### src/design/sosc_params.svh
`ifndef SOSC_PARAMS_SVH
`define SOSC_PARAMS_SVH

`define SOSC_NUM_CTRL       2
`define SOSC_NUM_PAIRS      2
`define SOSC_NUM_UIO        4
`define SOSC_CLK_PERIOD_NS  8
`define SOSC_MS_TIME_NS     1000000
`define SOSC_MS_CYCLES      (`SOSC_MS_TIME_NS / `SOSC_CLK_PERIOD_NS)
`define SOSC_GRACE_TIME_S   1
`define SOSC_GRACE_MS       (`SOSC_GRACE_TIME_S * 1000)
`define SOSC_FN_IN_RESET    2'h0
`define SOSC_FN_IN_CFM      2'h1
`define SOSC_FN_IN_SLEEP    2'h2
`define SOSC_FN_IN_RESTART  2'h3
`define SOSC_FN_OUT_RST_REQ 2'h0
`define SOSC_FN_OUT_CONTAM  2'h1
`define SOSC_RST_LOCK       1'b1

`endif

### src/design/sosc_pkg.sv
`include "sosc_params.svh"

package sosc_pkg;

    typedef struct packed {
        logic                              restart_lock_en;
        logic                              seq_mon_en;
        logic                              uio_ctrl_pair;
        logic [15:0]                       switch_on_delay_ms;
        logic [`SOSC_NUM_UIO-1:0]          uio_is_out;
        logic [`SOSC_NUM_UIO-1:0][1:0]     uio_func;
    } sosc_cfg_t;

    typedef struct packed {
        logic device_error;
        logic pattern_error;
        logic restart_needed;
        logic sleep;
        logic contactor_feedback_monitor;
    } sosc_stat_t;

    typedef enum logic [1:0] {
        ST_RUN   = 2'b00,
        ST_DELAY = 2'b01,
        ST_GRACE = 2'b10,
        ST_LOCK  = 2'b11
    } sosc_state_t;

endpackage : sosc_pkg

### src/design/sosc_top.sv
`timescale 1ns/100ps
`include "sosc_params.svh"

// What this block does
// - safety outputs high when field clear and no device error
// - safety outputs low when field occupied or device error
// - control input is two channels: 10 gives 0, 01 gives 1, equal is error
// - non-complementary pattern forces all safety outputs off and flags device error
// - previous monitoring case stays active until switch-on delay expires
// - no sequence monitoring: invalid at delay end turns outputs off
// - no sequence monitoring: valid pattern within one second activates new case
// - no sequence monitoring: no valid pattern in that second locks with error
// - sequence monitoring: invalid at delay end turns off, errors, needs restart
// - each output pair has own restart interlock, enabled for all pairs by one setting, and own reset button
// - with interlock, output goes off as soon as field is interrupted
// - with interlock, output stays off after field clears until reset
// - latched interlock releases only on reset press with field clear
// - reset press while field occupied is ignored, output stays off
// - reset accepted only while all safety functions are operational
// - each universal pin configurable as input or output
// - universal input serves reset, feedback monitor, sleep or restart
// - two universal inputs can pair as one complementary control input
// - universal output carries status only, reset required or contamination
module sosc_top #(
    parameter int          NUM_CTRL  = `SOSC_NUM_CTRL,
    parameter int          NUM_PAIRS = `SOSC_NUM_PAIRS,
    parameter int unsigned MS_CYCLES = `SOSC_MS_CYCLES
) (
    input  wire logic                       i_clock,
    input  wire logic                       i_reset,
    input  wire logic [NUM_CTRL-1:0]        i_control_chan_one,
    input  wire logic [NUM_CTRL-1:0]        i_control_chan_two,
    input  wire logic [NUM_PAIRS-1:0]       i_field_clear,
    input  wire logic                       i_device_fault,
    input  wire logic                       i_contamination_warn,
    input  wire sosc_pkg::sosc_cfg_t        i_cfg,
    input  wire logic [`SOSC_NUM_UIO-1:0]   i_uio_pin,
    output logic      [`SOSC_NUM_UIO-1:0]   o_uio_pin,
    output logic      [`SOSC_NUM_UIO-1:0]   o_uio_oe_n,
    output logic      [2*NUM_PAIRS-1:0]     o_safety_switch_output,
    output logic      [NUM_PAIRS-1:0]       o_reset_required,
    output logic      [NUM_CTRL:0]          o_active_case,
    output sosc_pkg::sosc_stat_t            o_status
);
    import sosc_pkg::*;

    localparam int NU  = `SOSC_NUM_UIO;
    localparam int NC  = NUM_CTRL + 1;
    localparam int W   = 2 * NUM_CTRL + NU;
    localparam int MSW = $clog2(MS_CYCLES);

    // {error, value}: value follows channel two
    function automatic logic [1:0] sosc_decode(input logic a, input logic b);
        return {a == b, b};
    endfunction : sosc_decode

    // input synchroniser and agreement filter
    logic [W-1:0] s1_reg, s2_reg, s3_reg, filt_reg, filt_d_reg;
    logic [W-1:0] filt_next;

    always_comb begin
        for (int i = 0; i < W; i++) begin
            filt_next[i] = (s2_reg[i] == s3_reg[i]) ? s3_reg[i] : filt_reg[i];
        end
    end

    always_ff @(posedge i_clock) begin
        if (i_reset) begin
            s1_reg     <= '0;
            s2_reg     <= '0;
            s3_reg     <= '0;
            filt_reg   <= '0;
            filt_d_reg <= '0;
        end else begin
            s1_reg     <= {i_uio_pin, i_control_chan_two, i_control_chan_one};
            s2_reg     <= s1_reg;
            s3_reg     <= s2_reg;
            filt_reg   <= filt_next;
            filt_d_reg <= filt_reg;
        end
    end

    // control pattern decode and universal input functions
    logic [NU-1:0]        uio_lvl, uio_rise;
    logic                 pair_en, pattern_err, restart_evt, sleep_lvl, cfm_lvl;
    logic [NC-1:0]        ch_one, ch_two, pattern;
    logic [NUM_PAIRS-1:0] press;

    assign uio_lvl  = filt_reg[W-1 -: NU];
    assign uio_rise = filt_reg[W-1 -: NU] & ~filt_d_reg[W-1 -: NU];
    assign pair_en  = i_cfg.uio_ctrl_pair & ~i_cfg.uio_is_out[0] & ~i_cfg.uio_is_out[1];

    always_comb begin
        logic [1:0] dec;
        dec         = 2'h0;
        ch_one      = {pair_en ? uio_lvl[0] : 1'b1, filt_reg[NUM_CTRL-1:0]};
        ch_two      = {pair_en ? uio_lvl[1] : 1'b0, filt_reg[2*NUM_CTRL-1:NUM_CTRL]};
        pattern_err = 1'b0;
        pattern     = '0;
        for (int i = 0; i < NC; i++) begin
            dec         = sosc_decode(ch_one[i], ch_two[i]);
            pattern_err = pattern_err | dec[1];
            pattern[i]  = dec[0];
        end
        press       = '0;
        restart_evt = 1'b0;
        sleep_lvl   = 1'b0;
        cfm_lvl     = 1'b0;
        for (int i = 0; i < NU; i++) begin
            if (!i_cfg.uio_is_out[i] && !(pair_en && i < 2)) begin
                unique case (i_cfg.uio_func[i])
                    `SOSC_FN_IN_RESET:   press[i % NUM_PAIRS] = press[i % NUM_PAIRS] | uio_rise[i];
                    `SOSC_FN_IN_CFM:     cfm_lvl = cfm_lvl | uio_lvl[i];
                    `SOSC_FN_IN_SLEEP:   sleep_lvl = sleep_lvl | uio_lvl[i];
                    `SOSC_FN_IN_RESTART: restart_evt = restart_evt | uio_rise[i];
                endcase
            end
        end
    end

    // millisecond tick
    logic [MSW-1:0] ms_cnt_reg, ms_cnt_next;
    logic           ms_tick;

    assign ms_tick = (ms_cnt_reg == MSW'(MS_CYCLES - 1));

    always_comb begin
        ms_cnt_next = ms_tick ? '0 : ms_cnt_reg + 1'b1;
    end

    // monitoring case switching
    sosc_state_t   state_reg, state_next;
    logic [15:0]   tmr_reg, tmr_next;
    logic [NC:0]   last_reg, last_next;
    logic [NC-1:0] case_reg, case_next;
    logic          changed, expired, dev_err;

    assign changed = ({pattern_err, pattern} != last_reg);
    assign expired = (tmr_reg == 16'h0);
    assign dev_err = (state_reg == ST_GRACE) || (state_reg == ST_LOCK) || i_device_fault;

    always_comb begin
        state_next = state_reg;
        case_next  = case_reg;
        last_next  = {pattern_err, pattern};
        tmr_next   = (ms_tick && !expired) ? tmr_reg - 16'h1 : tmr_reg;
        unique case (state_reg)
            ST_RUN: begin
                if (changed) begin
                    state_next = ST_DELAY;
                    tmr_next   = i_cfg.switch_on_delay_ms;
                end
            end
            ST_DELAY: begin
                if (changed) begin
                    tmr_next = i_cfg.switch_on_delay_ms;
                end else if (expired) begin
                    if (!pattern_err) begin
                        state_next = ST_RUN;
                        case_next  = pattern;
                    end else if (i_cfg.seq_mon_en) begin
                        state_next = ST_LOCK;
                    end else begin
                        state_next = ST_GRACE;
                        tmr_next   = 16'(`SOSC_GRACE_MS);
                    end
                end
            end
            ST_GRACE: begin
                if (!pattern_err) begin
                    state_next = ST_RUN;
                    case_next  = pattern;
                end else if (expired) begin
                    state_next = ST_LOCK;
                end
            end
            ST_LOCK: begin
                if (restart_evt && !pattern_err && !i_device_fault) begin
                    state_next = ST_RUN;
                    case_next  = pattern;
                end
            end
        endcase
    end

    // restart interlock per pair and outputs
    logic [NUM_PAIRS-1:0]   lock_reg, lock_next, ok, on_next, rr_next;
    logic [2*NUM_PAIRS-1:0] ssw_reg, ssw_next;
    logic [NUM_PAIRS-1:0]   rr_reg;
    logic [NU-1:0]          uo_reg, uo_next, oe_n_reg, oe_n_next;
    sosc_stat_t             stat_reg, stat_next;

    always_comb begin
        for (int p = 0; p < NUM_PAIRS; p++) begin
            ok[p]        = i_field_clear[p] && !dev_err;
            lock_next[p] = lock_reg[p];
            if (press[p] && ok[p]) begin
                lock_next[p] = 1'b0;
            end
            if (!ok[p]) begin
                lock_next[p] = 1'b1;
            end
            if (!i_cfg.restart_lock_en) begin
                lock_next[p] = 1'b0;
            end
            on_next[p]          = ok[p] && !(i_cfg.restart_lock_en && lock_reg[p]);
            ssw_next[2*p]       = on_next[p];
            ssw_next[2*p+1]     = on_next[p];
            rr_next[p]          = i_cfg.restart_lock_en && lock_reg[p] && i_field_clear[p];
        end
        for (int i = 0; i < NU; i++) begin
            oe_n_next[i] = !i_cfg.uio_is_out[i];
            unique case (i_cfg.uio_func[i])
                `SOSC_FN_OUT_RST_REQ: uo_next[i] = i_cfg.uio_is_out[i] && rr_reg[i % NUM_PAIRS];
                `SOSC_FN_OUT_CONTAM:  uo_next[i] = i_cfg.uio_is_out[i] && i_contamination_warn;
                default:              uo_next[i] = 1'b0;
            endcase
        end
        stat_next = '{device_error: dev_err, pattern_error: pattern_err,
                      restart_needed: (state_reg == ST_LOCK), sleep: sleep_lvl,
                      contactor_feedback_monitor: cfm_lvl};
    end

    always_ff @(posedge i_clock) begin
        if (i_reset) begin
            ms_cnt_reg <= '0;
            state_reg  <= ST_GRACE;
            tmr_reg    <= 16'(`SOSC_GRACE_MS);
            last_reg   <= '0;
            case_reg   <= '0;
            lock_reg   <= {NUM_PAIRS{`SOSC_RST_LOCK}};
            ssw_reg    <= '0;
            rr_reg     <= '0;
            uo_reg     <= '0;
            oe_n_reg   <= '1;
            stat_reg   <= '0;
        end else begin
            ms_cnt_reg <= ms_cnt_next;
            state_reg  <= state_next;
            tmr_reg    <= tmr_next;
            last_reg   <= last_next;
            case_reg   <= case_next;
            lock_reg   <= lock_next;
            ssw_reg    <= ssw_next;
            rr_reg     <= rr_next;
            uo_reg     <= uo_next;
            oe_n_reg   <= oe_n_next;
            stat_reg   <= stat_next;
        end
    end

    assign o_safety_switch_output = ssw_reg;
    assign o_reset_required       = rr_reg;
    assign o_active_case          = case_reg;
    assign o_uio_pin              = uo_reg;
    assign o_uio_oe_n             = oe_n_reg;
    assign o_status               = stat_reg;
endmodule : sosc_top

### config.mk
export PLATFORM = sky130hd
export DESIGN_NAME = sosc_top
export DESIGN_NICKNAME = d
export VERILOG_FILES = /design/src/design/sosc_pkg.sv /design/src/design/sosc_top.sv
export VERILOG_INCLUDE_DIRS = /design/src /design/src/design
export SDC_FILE = /design/constraint.sdc
export NUM_CORES = 1
export LEC_CHECK = 0
export BUFFER_PORTS_ARGS = -buffer_cell sky130_fd_sc_hd__clkbuf_2
export CORE_UTILIZATION = 51
export DETAILED_ROUTE_END_ITERATION = 12
export GPL_TIMING_DRIVEN = 0
export PLACE_DENSITY_LB_ADDON = 0.25
export SLEW_MARGIN = 20
export SYNTH_ARGS = -nofsm -noshare
export SYNTH_HDL_FRONTEND = slang
export SYNTH_SLANG_ARGS = --single-unit
### constraint.sdc
create_clock -name i_clock -period 1.8 [get_ports i_clock]
set_input_delay 0.18 -clock i_clock [delete_from_list [all_inputs] [get_ports i_clock]]
set_output_delay 0.18 -clock i_clock [all_outputs]
set_load 0.005 [all_outputs]
==> results.toml, run 1 <==
[outcome]
status = "finished, violations left"
violations = "negative setup slack"

[synthesis]
ys_types = 66
synthArstFlopShare = 0
synthesis.area_sq_mm = 0.00414
synthFlopType = "dfxtp_1"
postSynthCellCount = 438
synth_nets = 486
synth_commonest_cells = "96 x dfxtp_1, 42 x nand2_1, 37 x nor2b_1"
ys_ff_latch = 96
synth-edff-count = 0
synth.most_common_cell = "dfxtp_1"
syn_area_per_cell_sq_um = 9.46
synth.area.top_cells = "dfxtp_1 46%, nor2b_1 5.6%, xor2_1 4.0%"
netlist.area_leader.share = 0.464
yosys_warnings = 0
yosysTopAreaCell = "dfxtp_1"
ys_seq_area_frac = 0.464

[timing]
slew_headroom = 0.588
final.setup_skew_ns = 0.0106
layout_min_cycle_time_ns = 2.13
hold_viol_final = 0
slew_viol_final = 0
period_share = 1.18
tightest_slew_ns = 0.618
rsz0062_at_grt = "true"
clock.fmax_ghz = 0.470
layout_setup_ws_ns = -0.326
finalSetupViolations = 21

[pwr]
power.density_mw_per_mm2 = 764
peakVddDrop_v = 0.000452
total_power_mw = 4.03
p_leak_nw = 2.10

[clock_tree]
clkSinkCount = 96
cts_hold_buffers = 0
clockBufferDepth = 2
clk_pin_slew_worst_paths_ns = 0.09
cts_buffers = 9
cts_tree = "done"
cts-root-buf = "clkbuf_8"
clk_latency_ns = 0.36
htreeDepth = 3

[final_layout]
final-seq-area_sq_mm = 0.00194
layout.nets = 588
syn2layout_area_growth_pct = 27.5
diodes = 0
largest_reg_flops = 17
drive_above_1_share = 0.338
fillerInstances = 620
multi_input_area_sq_mm = 0.00236

[floorplan]
fp-row-count = 32
start_util = 0.530
ios = 67
die_x_um = 92.1
die_area_sq_mm = 0.00849
die_h_um = 92.1
core-area_sq_mm = 0.00781

[placement]
gp_congestion = 0.892
pre_cts_slack_ns = -0.506
hpwl_um = 6330
portBuffers = 66

[critical_path]
path_buf_inv = 1
cpMaxStageDelayCell = "or3_4"
critPathCaptureType = "flip-flop"
cp.arrival_ns = 2.36
critical-path-top-delay-family = "simple AND/OR/NAND/NOR gates"
critical-path-max-stage-delay_ns = 0.41
worstPathRequired_ns = 2.03
start_kind = "flip-flop"
crit_type = "flip-flop to flip-flop"
cp_max_fo = 5
path_cells = "inv_4 > ha_4 > or3b_4 > or3_4 > nor4_4 > a21boi_1 > o21ai_1 > a21oi_1"

[global_routing]
grt_overflow_total = 0
antenna_found_initial = 0
grt_max_degree = 17
grt_pass1_vias = 3457
grt_usage = 0.237
grt_pass1_wl_um = 15800

[route]
wl_um = 9720
drc = 0
firstDrtPassIters = 5
via_per_inst = 5.48
initialDrtViolationCount = 149
detail_route.wl_per_cell_um = 15.0
vias = 3541
drtAntennaViolNets = 0

[worst_hold_path]
holdCritPathClass = "primary input to flip-flop"

[run]
maxCapViolCount = 0
-- power by group --
group          internal (mW)  switching [mW]
sequential              2.18          0.0507
combinational          0.178           0.195
clock                  0.653           0.771
-- routing by layer --
layer / track usage / part of all wire / vias up
met2: 0.396 / 0.48 / 136
met5: 0 / 0 / -
met4: 0.0990 / 0.020 / 0
met3: 0.0439 / 0.062 / 20
li1: - / - / 1742
met1: 0.298 / 0.44 / 1643
-- final cells by class --
| cell class | instances | area share |
|---|---|---|
| Buffer | 16 | 0.0185 |
| Tap cell | 102 | 0.0242 |
| Sequential cell | 96 | 0.367 |
| Clock inverter | 5 | 0.0123 |
| Multi-Input combinational cell | 318 | 0.447 |
| Timing Repair Buffer | 91 | 0.101 |
| Clock buffer | 10 | 0.0242 |
| Inverter | 8 | 0.00616 |
-- repair_timing --
action | CTS | global route
cloned | 1 | 0
setup buffers | 21 | 3
resized for setup | 37 | 26
pin swaps | 20 | 20
endpoints found under the setup margin | 33 | 31
-- path summary, 6_finish.rpt --
kind / slack, ns / startpoint / cells past startpoint / to
min: 0.02 / i_control_chan_two[1] / 2 / s1_reg[3]$_SDFF_PP0_
max: -0.33 / tmr_reg[0]$_SDFF_PP0_ / 8 / tmr_reg[10]$_SDFF_PP0_
max reg2reg: -0.33 / tmr_reg[0]$_SDFF_PP0_ / 8 / tmr_reg[10]$_SDFF_PP0_
min reg2reg: 0.44 / s1_reg[6]$_SDFF_PP0_ / 1 / s2_reg[6]$_SDFF_PP0_
-- cells in the final DEF, fill, tap and decap left out, types with 7 or more instances in the layout --
cell type  synthesis  layout
a21oi_1           19      17
and3_1             7       7
buf_4              5      24
buf_6              1       7
clkbuf_1          10      10
clkbuf_2           0      66
clkbuf_8           0       9
dfxtp_1           96      89
nand2_1           42      38
nand3_1           10       9
nand4_1            7       7
nor2_1            36      35
nor2b_1           37      37
nor3_1            12       9
o21ai_0           14      13
xnor2_1            9       8
xor2_1            19      18
-- logic make-up (layout without fill, tap and decap cells) --
group	after synthesis	in the layout	synth area share
fa+ha+maj	3	3	0.00906
xor+xnor	29	29	0.0659
buf+inv	24	130	0.0281
simple gates	208	208	0.292
compound gates	70	70	0.118
mux	8	8	0.0233
flops	96	96	0.464
-- per-stage QoR --
step                      cells  utilization  hold WS, ns  area, sq um  setup TNS (ns)
final                       646        0.676       0.0152         5280           -4.56
after global routing        646        0.676       0.0168         5280           -6.66
after CTS                   643        0.659      0.00359         5150           -4.14
after detailed placement    606        0.594        0.386         4640           -9.92
after global placement      606        0.594        0.381         4640           -9.87
after floorplan             438            -        0.258         4180          -0.867
-- worst reg2reg max path, delay by kind of cell (launching register included) --
kind | cells | cell delay [ns]
flops | 1 | 0.35
simple gates | 3 | 1.06
fa+ha+maj | 1 | 0.13
compound gates | 3 | 0.38
buf+inv | 1 | 0.07
Power figures use the tool's default switching activity.
==> inputs of run 2 (changes only) <==
--- a/config.mk
+++ b/config.mk
@@ -7,7 +7,7 @@
 export NUM_CORES = 1
 export LEC_CHECK = 0
 export BUFFER_PORTS_ARGS = -buffer_cell sky130_fd_sc_hd__clkbuf_2
-export CORE_UTILIZATION = 51
+export CORE_UTILIZATION = 56
 export DETAILED_ROUTE_END_ITERATION = 12
 export GPL_TIMING_DRIVEN = 0
 export PLACE_DENSITY_LB_ADDON = 0.25
==> constraint.sdc (replaced) <==
create_clock -name i_clock -period 2.07 [get_ports i_clock]
set_input_delay 0.207 -clock i_clock [delete_from_list [all_inputs] [get_ports i_clock]]
set_output_delay 0.207 -clock i_clock [all_outputs]
set_load 0.005 [all_outputs]
==> results.toml, run 2 (same netlist as run 1, synthesis figures left out) <==
[timing]
fin_tns_setup_ns = -0.0140
whs_ns = 0.0420
period_share = 1.01
layout_min_cycle_time_ns = 2.08
final.setup_skew_ns = 0.0112
clock.fmax_ghz = 0.480
layout_setup_ws_ns = -0.0140
slew_viol_final = 0
slew_headroom = 0.564
tightest_slew_ns = 0.654
finalSetupViolations = 1
rsz0062_at_grt = "true"
hold_viol_final = 0

[route]
firstDrtPassIters = 4
detail_route.wl_per_cell_um = 14.6
via_per_inst = 5.58
wl_um = 9120
drtAntennaViolNets = 0
initialDrtViolationCount = 206
vias = 3491
drc = 0

[worst_hold_path]
worstHoldStart = "i_cfg[10]"
min_path_cells = 2
holdCritPathClass = "primary input to flip-flop"
hold_path_end = "o_uio_oe_n[2]$_SDFF_PP1_"

[final_layout]
final_common_cell = "dfxtp_1"
syn2layout_area_growth_pct = 20.3
largest_reg_flops = 17
drive_above_1_share = 0.281
diodes = 0
layout.cells.non_filler = 626
layout_common_cells = "89 x dfxtp_1, 67 x clkbuf_2, 42 x nand2_1"
layout.nets = 574

[global_routing]
grt_pass1_wl_um = 14600
antenna_found_initial = 0
grt_overflow_total = 0
grt_usage = 0.246
grt_pass1_vias = 3204
grt_max_degree = 17

[pwr]
p_leak_nw = 1.95
power.density_mw_per_mm2 = 667
peakVddDrop_v = 0.000427

[clock_tree]
htreeDepth = 3
cts_tree = "done"
clk_latency_ns = 0.36
cts_buffers = 9
clockBufferDepth = 2
cts_hold_buffers = 0
clk_pin_slew_worst_paths_ns = 0.09
cts-root-buf = "clkbuf_8"
clkSinkCount = 96

[floorplan]
die_x_um = 88.0
start_util = 0.593
ios = 67
fp-row-count = 30
die_area_sq_mm = 0.00774
die_h_um = 88.0
core-area_sq_mm = 0.00698

[critical_path]
critPathCaptureType = "flip-flop"
crit_type = "flip-flop to flip-flop"
cp.arrival_ns = 2.31
r2r_end = "tmr_reg[12]$_SDFF_PP0_"
r2r_start = "tmr_reg[0]$_SDFF_PP0_"
r2r_cells = 8
start_kind = "flip-flop"
r2r_setup_slack_ns = -0.01
worstPathRequired_ns = 2.30
cp_max_fo = 3

[placement]
hpwl_um = 6390
portBuffers = 66
gp_congestion = 0.899
dp_cells = 600
pre_cts_slack_ns = -0.302

[outcome]
status = "finished, violations left"
violations = "negative setup slack"

[run]
maxCapViolCount = 0
run 2: layout make-up:
class / count / area (sq um)
flip-flops and latches: 96 / 1940
repair buffers: 77 / 413
inverters: 8 / 30.0
multi-input cells: 318 / 2220
clock inverters: 5 / 41.3
clock buffers: 10 / 128
fillers: 528 / 2000
plain buffers: 16 / 91.3
well taps: 96 / 120
run 2: metrics by stage:
step / instance area, sq um / power, mW / util
final: 4980 / 3.32 / 0.714
after global routing: 4980 / 3.46 / 0.714
after CTS: 4870 / 3.32 / 0.698
after detailed placement: 4590 / 2.24 / 0.658
after global placement: 4590 / 2.23 / 0.658
after floorplan: 4140 / 2.13 / -
run 2: layer usage:
metal  global-route usage  vias to the layer above  part of all wire  wire [um]
met5                    0                        -                 0          0
met3               0.0566                       17             0.044        403
li1                     -                     1712                 -          -
met4                0.107                        0             0.020        178
met1                0.318                     1655              0.45       4150
met2                0.394                      107              0.48       4390
run 2: repair_timing:
item | 4_1_cts | 5_1_grt
buffers inserted | 8 | 3
gates resized for setup | 14 | 20
pin swaps | 11 | 10
endpoints found under the hold margin | 0 | 0
setup endpoints to repair | 25 | 30
run 2: worst max-delay path by stage:
stage	startpoint	endpoint	slack [ns]	depth (start not counted)
2_1_floorplan	ms_cnt_reg[0]$_SDFF_PP0_	tmr_reg[9]$_SDFF_PP1_	0.07	7
3_3_place_gp	ms_cnt_reg[0]$_SDFF_PP0_	tmr_reg[13]$_SDFF_PP0_	-0.25	7
3_5_place_dp	ms_cnt_reg[0]$_SDFF_PP0_	tmr_reg[13]$_SDFF_PP0_	-0.30	7
4_1_cts	tmr_reg[0]$_SDFF_PP0_	tmr_reg[10]$_SDFF_PP0_	-0.05	8
5_1_grt	tmr_reg[0]$_SDFF_PP0_	tmr_reg[12]$_SDFF_PP0_	-0.09	8
6_report	tmr_reg[0]$_SDFF_PP0_	tmr_reg[12]$_SDFF_PP0_	-0.01	8
run 2: power by group:
| group | total (mW) | switching, mW | internal, mW |
|---|---|---|---|
| clock network | 1.09 | 0.648 | 0.441 |
| registers | 1.94 | 0.0422 | 1.90 |
| logic | 0.293 | 0.156 | 0.137 |
| total | 3.32 | 0.846 | 2.48 |
run 2: critical path, stage by stage, from the launching register on:
cell     delay, ns
dfxtp_2       0.34
inv_2         0.08
ha_4          0.13
or3b_4        0.38
or3_4         0.35
buf_4         0.15
o31a_2        0.32
o21ai_1       0.12
a21oi_1       0.07
